<file path="src/wdtu_consts.svh">
// Purpose: Offsets, fields, resets and counts of the watchdog unit.
// Assumes: Included by the top module only.
// Notes: Definitions only.
//
// Notes on behaviour
// RL1 - Every reset leaves the watchdog not counting.
// RL2 - Writing 1 to the enable bit starts it; only a reset stops it.
// RL3 - Period code 00/01/10/11 selects 2^27/2^25/2^22/2^18 counts.
// RL4 - Clock select 00 counts system clocks, 01 real-time ticks.
// RL5 - Every expiry sets the read-only timeout flag at bit 5.
// RL6 - The flag survives a watchdog reset; only chip reset clears it.
// RL7 - Bit 6 picks the expiry response: 0 resets the CPU, 1 raises NMI.
// RL8 - The reset or NMI output changes only on a rising clock edge.
// RL9 - Writing A5h then 5Ah to the restart register restarts the count.
// RL10 - Any delay between the two writes is allowed unless expiry comes.
// RL11 - The restart register is 8-bit write-only and reads nothing.
// RL12 - Control is 8-bit; bits 5 and 2 read-only, bit 2 reads 0.
// RL13 - Software picks a period long enough for flash operations.
// RL14 - A restart write out of order discards the partial sequence.
`ifndef WDTU_CONSTS_SVH
`define WDTU_CONSTS_SVH

// ----------------------------------------
// Register offsets
// ----------------------------------------
`define WDTU_ADR_CTL 8'h93
`define WDTU_ADR_RR  8'h94
`define WDTU_ADR_STS 8'h95
`define WDTU_ADR_MSK 8'h96

// ----------------------------------------
// Control fields and restart keys
// ----------------------------------------
`define WDTU_B_EN    7
`define WDTU_B_NMI   6
`define WDTU_B_FLAG  5
`define WDTU_CLK_SYS 2'h0
`define WDTU_CLK_RTC 2'h1
`define WDTU_KEY1    8'hA5
`define WDTU_KEY2    8'h5A
`define WDTU_CTL_RST 8'h00

// ----------------------------------------
// Expiry counts
// ----------------------------------------
`define WDTU_PER00 134217728
`define WDTU_PER01 33554432
`define WDTU_PER10 4194304
`define WDTU_PER11 262144

`endif

</file>
<file path="src/wdtu_pkg.sv">
// Purpose: Types of the watchdog unit.
// Assumes: Nothing beyond the language.
// Notes: One packed struct carries all state.
package wdtu_pkg;

    // Restart key sequence.
    typedef enum logic [0:0] {
        SEQ_IDLE,
        SEQ_ARMED
    } wdtu_seq_e;

    typedef struct packed {
        logic        en;
        logic        nmi_sel;
        logic [1:0]  clk_sel;
        logic [1:0]  period;
        logic        flag;
        logic [26:0] cnt;
        wdtu_seq_e   seq;
        logic [2:0]  sts;
        logic [2:0]  msk;
        logic [7:0]  rdata;
        logic        rst_o;
        logic        nmi_o;
        logic        irq;
    } wdtu_state_s;

endpackage : wdtu_pkg

</file>
<file path="src/wdtu_top.sv">
// Purpose: Watchdog unit with selectable period, source and response.
// Assumes: All inputs synchronous to clk; arst_n is the chip reset.
// Notes: Outputs all come from flip-flops of one state struct.
`timescale 1ns/10ps
`include "wdtu_consts.svh"

module wdtu_top #(
    parameter int unsigned PER00 = `WDTU_PER00, // Count for code 00.
    parameter int unsigned PER01 = `WDTU_PER01, // Count for code 01.
    parameter int unsigned PER10 = `WDTU_PER10, // Count for code 10.
    parameter int unsigned PER11 = `WDTU_PER11  // Count for code 11.
) (
    input  wire logic       clk,      // System clock, 100 MHz.
    input  wire logic       arst_n,   // Chip reset, active low.
    input  wire logic [7:0] addr,     // Register address.
    input  wire logic [7:0] wdata,    // Write data.
    input  wire logic       wr,       // Write strobe.
    input  wire logic       rd,       // Read strobe.
    input  wire logic       rtc_tick, // Real-time source tick.
    output logic      [7:0] rdata,    // Read data, cycle after rd.
    output logic            cpu_rst,  // CPU reset pulse.
    output logic            nmi,      // NMI pulse.
    output logic            irq       // Level interrupt.
);

    // ----------------------------------------
    // Parameter checks
    // ----------------------------------------
    // The counter is 27 bits wide, so no period may exceed 2^27.
    if (PER00 < 2 || PER00 > `WDTU_PER00 || PER01 < 2 ||
        PER01 > `WDTU_PER00 || PER10 < 2 || PER10 > `WDTU_PER00 ||
        PER11 < 2 || PER11 > `WDTU_PER00) begin : g_bad_period
        $error("wdtu_top: period out of range");
    end

    wdtu_pkg::wdtu_state_s s_r;
    wdtu_pkg::wdtu_state_s s_nxt;
    logic [26:0]           lim_m1;
    logic                  tick;
    logic                  expire;
    logic                  wr_ctl;
    logic                  wr_rr;
    logic                  rstrt;
    logic                  bad;

    // ----------------------------------------
    // Counting
    // ----------------------------------------
    // Period code to last count value.
    always_comb begin
        case (s_r.period) // RL3
            2'h0:    lim_m1 = 27'(PER00 - 1);
            2'h1:    lim_m1 = 27'(PER01 - 1);
            2'h2:    lim_m1 = 27'(PER10 - 1);
            default: lim_m1 = 27'(PER11 - 1);
        endcase
    end

    // Reserved source codes never tick, so a bad code only stalls.
    assign tick   = s_r.en && ((s_r.clk_sel == `WDTU_CLK_SYS) ||
                    (s_r.clk_sel == `WDTU_CLK_RTC && rtc_tick)); // RL4
    // A shortened period may leave the count above the new limit; the
    // next tick then expires at once instead of running round 2^27.
    assign expire = tick && (s_r.cnt >= lim_m1); // RL3
    assign wr_ctl = wr && (addr == `WDTU_ADR_CTL);
    assign wr_rr  = wr && (addr == `WDTU_ADR_RR);

    // ----------------------------------------
    // Next state
    // ----------------------------------------
    always_comb begin
        s_nxt       = s_r;
        s_nxt.rdata = 8'h00;
        s_nxt.rst_o = 1'b0;
        s_nxt.nmi_o = 1'b0;
        rstrt       = 1'b0;
        bad         = 1'b0;
        if (tick) begin
            s_nxt.cnt = s_r.cnt + 27'h0000001;
        end
        // Enable is sticky: a written 0 is ignored.
        if (wr_ctl) begin
            s_nxt.en      = s_r.en | wdata[`WDTU_B_EN]; // RL2
            s_nxt.nmi_sel = wdata[`WDTU_B_NMI];
            s_nxt.clk_sel = wdata[4:3];
            s_nxt.period  = wdata[1:0];
        end
        if (wr && addr == `WDTU_ADR_MSK) begin
            s_nxt.msk = wdata[2:0];
        end
        // Restart keys; the register holds nothing readable.
        if (wr_rr) begin // RL11
            if (wdata == `WDTU_KEY1) begin
                s_nxt.seq = wdtu_pkg::SEQ_ARMED; // RL10
            end else if (wdata == `WDTU_KEY2 &&
                         s_r.seq == wdtu_pkg::SEQ_ARMED) begin
                s_nxt.seq = wdtu_pkg::SEQ_IDLE;
                s_nxt.cnt = 27'h0000000; // RL9
                rstrt     = 1'b1;
            end else begin
                s_nxt.seq = wdtu_pkg::SEQ_IDLE; // RL14
                bad       = 1'b1;
            end
        end
        if (rd) begin
            case (addr)
                `WDTU_ADR_CTL: s_nxt.rdata = {s_r.en, s_r.nmi_sel, s_r.flag,
                               s_r.clk_sel, 1'b0, s_r.period}; // RL12
                `WDTU_ADR_STS: begin
                    s_nxt.rdata = {5'h00, s_r.sts};
                    s_nxt.sts   = 3'h0;
                end
                `WDTU_ADR_MSK: s_nxt.rdata = {5'h00, s_r.msk};
                default:       s_nxt.rdata = 8'h00;
            endcase
        end
        // Expiry beats a second key in the same cycle.
        if (expire) begin
            s_nxt.flag = 1'b1; // RL5
            s_nxt.seq  = wdtu_pkg::SEQ_IDLE; // RL10
            s_nxt.cnt  = 27'h0000000;
            rstrt      = 1'b0;
            if (s_r.nmi_sel) begin
                s_nxt.nmi_o = 1'b1; // RL7
            end else begin
                // Own reset clears control but keeps the flag.
                s_nxt.rst_o   = 1'b1; // RL7
                s_nxt.en      = 1'b0; // RL1
                s_nxt.nmi_sel = 1'b0;
                s_nxt.clk_sel = 2'h0;
                s_nxt.period  = 2'h0;
            end
        end
        // Sets come after the read clear so an event is never lost.
        s_nxt.sts = s_nxt.sts | {bad, rstrt, expire};
        s_nxt.irq = |(s_nxt.sts & s_nxt.msk);
    end

    // ----------------------------------------
    // State register
    // ----------------------------------------
    // Chip reset is the only path that clears the flag.
    always_ff @(posedge clk or negedge arst_n) begin // RL8
        if (!arst_n) begin
            s_r <= '0; // RL1 RL6
        end else begin
            s_r <= s_nxt;
        end
    end

    assign rdata   = s_r.rdata;
    assign cpu_rst = s_r.rst_o;
    assign nmi     = s_r.nmi_o;
    assign irq     = s_r.irq;

    // ----------------------------------------
    // Assertions
    // ----------------------------------------
    property p_rst_dis;
        @(posedge clk) disable iff (!arst_n) s_r.rst_o |-> !s_r.en;
    endproperty
    a_rst_dis: assert property (p_rst_dis) else $error("enabled after reset"); // RL1

    property p_en_hold;
        @(posedge clk) disable iff (!arst_n)
            s_r.en && !(expire && !s_r.nmi_sel) |=> s_r.en;
    endproperty
    a_en_hold: assert property (p_en_hold) else $error("enable dropped"); // RL2

    property p_cnt_lim;
        @(posedge clk) disable iff (!arst_n) tick && !wr_ctl |=> s_r.cnt <= lim_m1;
    endproperty
    a_cnt_lim: assert property (p_cnt_lim) else $error("count past period"); // RL3

    property p_sys_cnt;
        @(posedge clk) disable iff (!arst_n)
            s_r.en && s_r.clk_sel == 2'h0 && !expire && !rstrt
            |=> s_r.cnt == $past(s_r.cnt) + 27'h0000001;
    endproperty
    a_sys_cnt: assert property (p_sys_cnt) else $error("no system count"); // RL4

    property p_flag_set;
        @(posedge clk) disable iff (!arst_n) expire |=> s_r.flag;
    endproperty
    a_flag_set: assert property (p_flag_set) else $error("flag not set"); // RL5

    property p_flag_keep;
        @(posedge clk) disable iff (!arst_n) s_r.flag |=> s_r.flag ##1 s_r.flag;
    endproperty
    a_flag_keep: assert property (p_flag_keep) else $error("flag lost"); // RL6

    property p_resp;
        @(posedge clk) disable iff (!arst_n)
            expire |=> (s_r.nmi_o == $past(s_r.nmi_sel)) && (s_r.rst_o != s_r.nmi_o);
    endproperty
    a_resp: assert property (p_resp) else $error("wrong response"); // RL7

    property p_out_cause;
        @(posedge clk) disable iff (!arst_n)
            (s_r.nmi_o || s_r.rst_o) |-> $past(expire);
    endproperty
    a_out_cause: assert property (p_out_cause) else $error("stray output"); // RL8

    property p_restart;
        @(posedge clk) disable iff (!arst_n)
            wr_rr && wdata == 8'h5A && s_r.seq == wdtu_pkg::SEQ_ARMED && !expire
            |=> s_r.cnt == 27'h0000000 && s_r.sts[1];
    endproperty
    a_restart: assert property (p_restart) else $error("no restart"); // RL9

    property p_arm_hold;
        @(posedge clk) disable iff (!arst_n)
            s_r.seq == wdtu_pkg::SEQ_ARMED && !wr_rr && !expire
            |=> s_r.seq == wdtu_pkg::SEQ_ARMED;
    endproperty
    a_arm_hold: assert property (p_arm_hold) else $error("arm lost"); // RL10

    property p_bad_seq;
        @(posedge clk) disable iff (!arst_n)
            wr_rr && wdata != 8'hA5 && wdata != 8'h5A
            |=> s_r.seq == wdtu_pkg::SEQ_IDLE;
    endproperty
    a_bad_seq: assert property (p_bad_seq) else $error("bad key kept"); // RL14

    property p_rd_ctl;
        @(posedge clk) disable iff (!arst_n)
            rd && addr == 8'h93 |=> !rdata[2] && rdata[5] == $past(s_r.flag);
    endproperty
    a_rd_ctl: assert property (p_rd_ctl) else $error("bad control read"); // RL12

    property p_rd_rr;
        @(posedge clk) disable iff (!arst_n) rd && addr == 8'h94 |=> rdata == 8'h00;
    endproperty
    a_rd_rr: assert property (p_rd_rr) else $error("restart reg read"); // RL11

    c_rst:  cover property (@(posedge clk) disable iff (!arst_n) s_r.rst_o);
    c_nmi:  cover property (@(posedge clk) disable iff (!arst_n) s_r.nmi_o);
    c_rstr: cover property (@(posedge clk) disable iff (!arst_n) rstrt && s_r.en);
    c_irq:  cover property (@(posedge clk) disable iff (!arst_n) s_r.irq);

endmodule // wdtu_top

</file>
<file path="config.mk">
export PLATFORM = sky130hd
export DESIGN_NAME = wdtu_top
export DESIGN_NICKNAME = d
export VERILOG_FILES = /design/src/wdtu_pkg.sv /design/src/wdtu_top.sv
export VERILOG_INCLUDE_DIRS = /design/src
export SDC_FILE = /design/constraint.sdc
export NUM_CORES = 1
export LEC_CHECK = 0
export BUFFER_PORTS_ARGS = -buffer_cell sky130_fd_sc_hd__buf_2
export CELL_PAD_IN_SITES_DETAIL_PLACEMENT = 0
export CELL_PAD_IN_SITES_GLOBAL_PLACEMENT = 1
export CORE_ASPECT_RATIO = 0.8
export CORE_MARGIN = 2
export CORE_UTILIZATION = 35
export CTS_BUF_LIST = sky130_fd_sc_hd__clkbuf_16
export CTS_CLUSTER_SIZE = 10
export DETAILED_ROUTE_END_ITERATION = 16
export MAX_ROUTING_LAYER = met4
export PLACE_DENSITY_LB_ADDON = 0.2
export SYNTH_ARGS = -nofsm -noshare
export SYNTH_HDL_FRONTEND = slang
export SYNTH_SLANG_ARGS = --single-unit
</file>
<file path="constraint.sdc">
create_clock -name clk -period 3.4 [get_ports clk]
set_input_delay 0.68 -clock clk [delete_from_list [all_inputs] [get_ports clk]]
set_output_delay 0.68 -clock clk [all_outputs]
set_load 0.02 [all_outputs]
</file>
; After elaboration in Yosys (flattened, before gate mapping)
; Index checks and enable logic that the tools add are counted.
[word_totals]
output_inout_bits = 11
in_bits = 21
ff_bits = 52
[classes]
reduce_logical = 12
magnitude_cmp = 1
n_eq_ne = 9
n_bitwise = 3
muxes = 24
n_addsub = 1
[ops]
columns = cell, count
row1 = 2-to-1 mux 27 bit, 3
row2 = case mux 27 bit (3 select lines), 1
row3 = == test 8 bit (second input constant), 5
row4 = 2-to-1 mux 35 bit, 1
row5 = 2-to-1 mux 28 bit, 1
row6 = adder 27 x 1 -> 27 bit (second input constant), 1
row7 = greater-or-equal comparator 27 bit, 1
row8 = case mux 8 bit (3 select lines), 1
row9 = 2-to-1 mux 6 bit, 2
row10 = 2-to-1 mux 1 bit, 10
row11 = 2-to-1 mux 3 bit, 3
row12 = == test 8 x 7 -> 1 bit (second input constant), 1
row13 = 2-to-1 mux 8 bit, 1
row14 = logical AND 1 bit, 7
row15 = == test 2 x 1 -> 1 bit (second input constant), 2
row16 = logical NOT 2 bit, 2
row17 = AND 3 bit, 1
row18 = OR 3 bit, 1
row19 = OR reduction 3 bit, 1
row20 = == test 2 bit (second input constant), 1
row21 = 2-to-1 mux 2 bit, 1
row22 = nonzero test 2 bit, 1
row23 = logical OR 1 bit, 1
row24 = OR 1 bit, 1

; Depth between registers and ports, before layout
[logic_depth]
depth_word = 9
depth_mapped = 9
ltp_nobuf = 7

; Worst setup path after synthesis
; OpenSTA, ideal clock, no wires.
[synth_timing]
path_type = input-to-reg
from = input port addr[6]
to = register s_r (netlist bit irq)
path_buffers = 0
path_slack_ps = 1040
arrival_time_ps = 2227
stages = 6
required_time_ps = 3267
path_cell_list = nor4b_4 -> nand2_2 -> or4b_4 -> mux2_4 -> a32oi_2 -> o221ai_2
[synth_rtl]
columns = element, line_no
row1 = "start, declared", wdtu_top.sv:15  ; input wire logic [7:0] addr,
row2 = "end signal, assigned", wdtu_top.sv:147  ; s_r <= s_nxt;
row3 = "end, declared", wdtu_top.sv:36  ; wdtu_pkg::wdtu_state_s s_r;

==> impl_results.md <==
- Status: complete, no violations
- Reg2reg end: s_r[18]
- Top_reg_cell synth: dfrtp_1
- Filler cells: ~750
- Clk pwr share: 35.5%
- Max_slew headroom: between 50% and 60%
- H-Tree Depth: 2
- Mean Syn Cell Area: roughly 10 sq um
- Clock Latency Late Sink: slightly below 0.3 ns
- Switching Share: between 20 and 30%
- I/O Pins: 32
- Setup ws final: 0.885 ns
- CTS clk-pin slew, worst paths: approximately 0.07 ns
- Seq cells post-synth: between 50 and 60
- Setup slack, reg-to-reg: between 0.8 and 0.9 ns
- Critical path class: flip-flop to flip-flop
- Reg-to-Reg Start: s_r[47]
- Vias per inst: between 4 and 5
- Multi-input logic area: roughly 1300 sq um
- Antenna cells: 0
- Synth-to-Final Area Change: 13.4%
- Post-synthesis cell count: around 270
- CP Launch Type: flip-flop
- Height of the die: 82.9 um
- DRC viols: 0
- # clock sinks: 52
- Routed len/inst: roughly 14 um
- Max-slew violations: 0
- Maximum capacitance violations: 0
- Hold bufs inserted after CTS: 0
- Area leader, netlist: dfrtp_1
- Antenna violations before repair: 0
- CTS resizes: 0
- Int Pwr: between 1 and 1.5 mW
- NetSw: 0.405 mW
- R2r worst-path depth: 8
- Crit. Startpoint: s_r[47]
- Mapped Area: ~2700 sq um
- Nets: 325
- Post-CTS Setup Inserts: 0
- Largest vdd supply drop: 190 uV
- Final GP Congestion: slightly above 0.8
- Final period util: between 70% and 80%
- Largest net degree at the start of global routing: 35
- Core box area: approximately 7500 sq um
- Dpl cells: 396
- Syn_nets: ~300
- Via count: around 1,900
- Leading cell type in the layout, fill and taps excluded: dfrtp_1
- Post-DP HPWL: 4.09 mm
- Num rows: 28
- Global Route Usage Sum: between 10 and 15%
- GRT overflow: 0
- Iter 0 DRT Violations: 80
- Worst-case clock buffer depth: 2
- Ratio of cells with drive above 1 in the final layout: about a fifth
- Hold Crit Class: input pin to async pin
- Cell variety after synth: 51
- Post-synth top area share: 47.8%
- Combinational share of power: 13.9%
- Vias in the first global route: just under 2,000
- Root buffer cell: clkbuf_16
- Die Area: around 8500 sq um
- Initial core utilization: between 30% and 40%
- Total Wirelength: about 5.5 mm
- Pwr Density: ~470 nW/um^2
- Final std cells w/o fill: around 400
- Number of port buffers: 31
- Critical Path Sink Type: flip-flop
- DRT Pass-1 Iters: 4
- First-pass GRT wire length: ~9.7 mm
- Fin Clk Skew: 0.00583 ns
- Post-synth EDFFs: 0
- Ys async rst share: between 90% and 100%
- P_leak: 1.49 nW
- Syn. warnings: 0
- Post-synthesis sequential area ratio: ~48%
- Critical Path Fanout Max: 27
- Final Cell Area: 3090 sq um
- Antenna Nets Post-Route: 0
- Placed cell areas: a little under 3000 sq um
- Period minus WS final: around 2.5 ns
- Hold Fails Final Rpt: 0
- CTS tree: built
- Area contributors post-synth: dfrtp_1 (48%), nor2_1 (6.1%), xnor2_1 (4.2%)
- Sequential power share: between 50 and 60%
- Setup slack at placement: 0.829 ns
- Reg area: around 1300 sq um
- Total power: around 1.4 mW
- Max Freq: a little under 400 MHz
- Die extent in x: 103 um
- Worst-Margin Slew: 0.744 ns
- Setup_tns: 0 ns
- Crit path to: s_r[18]
- Worst EP required: approximately 3.6 ns
- Commonest cells after routing, fill and taps aside: dfrtp_1 (52), nor2_1 (44), buf_2 (31)
- Arr. time, crit path: 2.68 ns
- Num CTS Buffers: 5
- RSZ-0062 raised after global routing: no
- Setup violators final: 0
logic make-up after synthesis:
family | Yosys count | share of synthesized area, %
mux | 10 | 3.95
simple gates | 127 | 25.2
compound gates | 23 | 6.57
buf+inv | 28 | 5.33
flops | 52 | 47.8
fa+ha+maj | 6 | 2.76
xor+xnor | 26 | 8.36
Yosys cell counts, drive strengths merged, types with 5 or more instances:
cell   number
nor2b       6
xnor2      13
a21oi       6
inv        13
dfrtp      52
nand4      10
nand3      11
nand2      17
ha          6
nor2       44
nor3        9
and3        5
mux2i       7
xor2       13
and2        6
buf        12
worst min-delay path by stage:
stage	startpoint	end	slack (ns)	cells past startpoint
global route	s_r[45]	s_r[45]	0.50	2
CTS	s_r[45]	s_r[45]	0.46	2
finish	arst_n	rdata[1]	0.45	1
global placement	s_r[45]	s_r[45]	0.44	2
detailed placement	s_r[45]	s_r[45]	0.44	2
floorplan	arst_n	cpu_rst	0.38	0
power groups by stage:
stage	Combinational [mW]	Clock [mW]	Sequential, mW
CTS	0.205	0.537	0.731
global route	0.233	0.565	0.742
floorplan	0.143	0	0.728
finish	0.201	0.514	0.732
global placement	0.198	0	0.741
detailed placement	0.203	0	0.742
stage by stage:
stage          hold slack (ns)  util, %
2_1_floorplan            0.384        -
3_3_place_gp             0.440     39.3
3_5_place_dp             0.444     39.3
4_1_cts                  0.463     41.4
5_1_grt                  0.499     41.4
6_report                 0.448     41.4
critical path, cell delays in order (launching register included):
cell,delay (ns)
dfrtp_1,0.51
or2_2,0.36
ha_1,0.32
nand4_1,0.12
nand4bb_1,0.22
o2bb2ai_2,0.36
a21o_1,0.13
buf_4,0.28
nor2_1,0.09
registers in the layout (all words and copies together), names as in the netlist:
name and flops:
cpu_rst 1, rdata 8, s_r 41, nmi 1
irq 1
cell type report:
cell class / instances / area share (%)
flip-flops and latches: 52 / 42.2
multi-input cells: 192 / 41.3
repair buffers: 34 / 5.76
well taps: 105 / 4.26
clock buffers: 5 / 4.05
inverters: 13 / 1.58
clock inverters: 3 / 0.851
routing by layer:
layer / GRT usage [%] / up-vias / routed length (um)
li1: - / 980 / -
met1: 23.3 / 902 / 3060
met2: 18.7 / 26 / 2210
met3: 2.86 / 4 / 150
met4: 3.76 / 0 / 52
met5: - / - / 0
No activity file was read; power rests on OpenSTA's default activity.
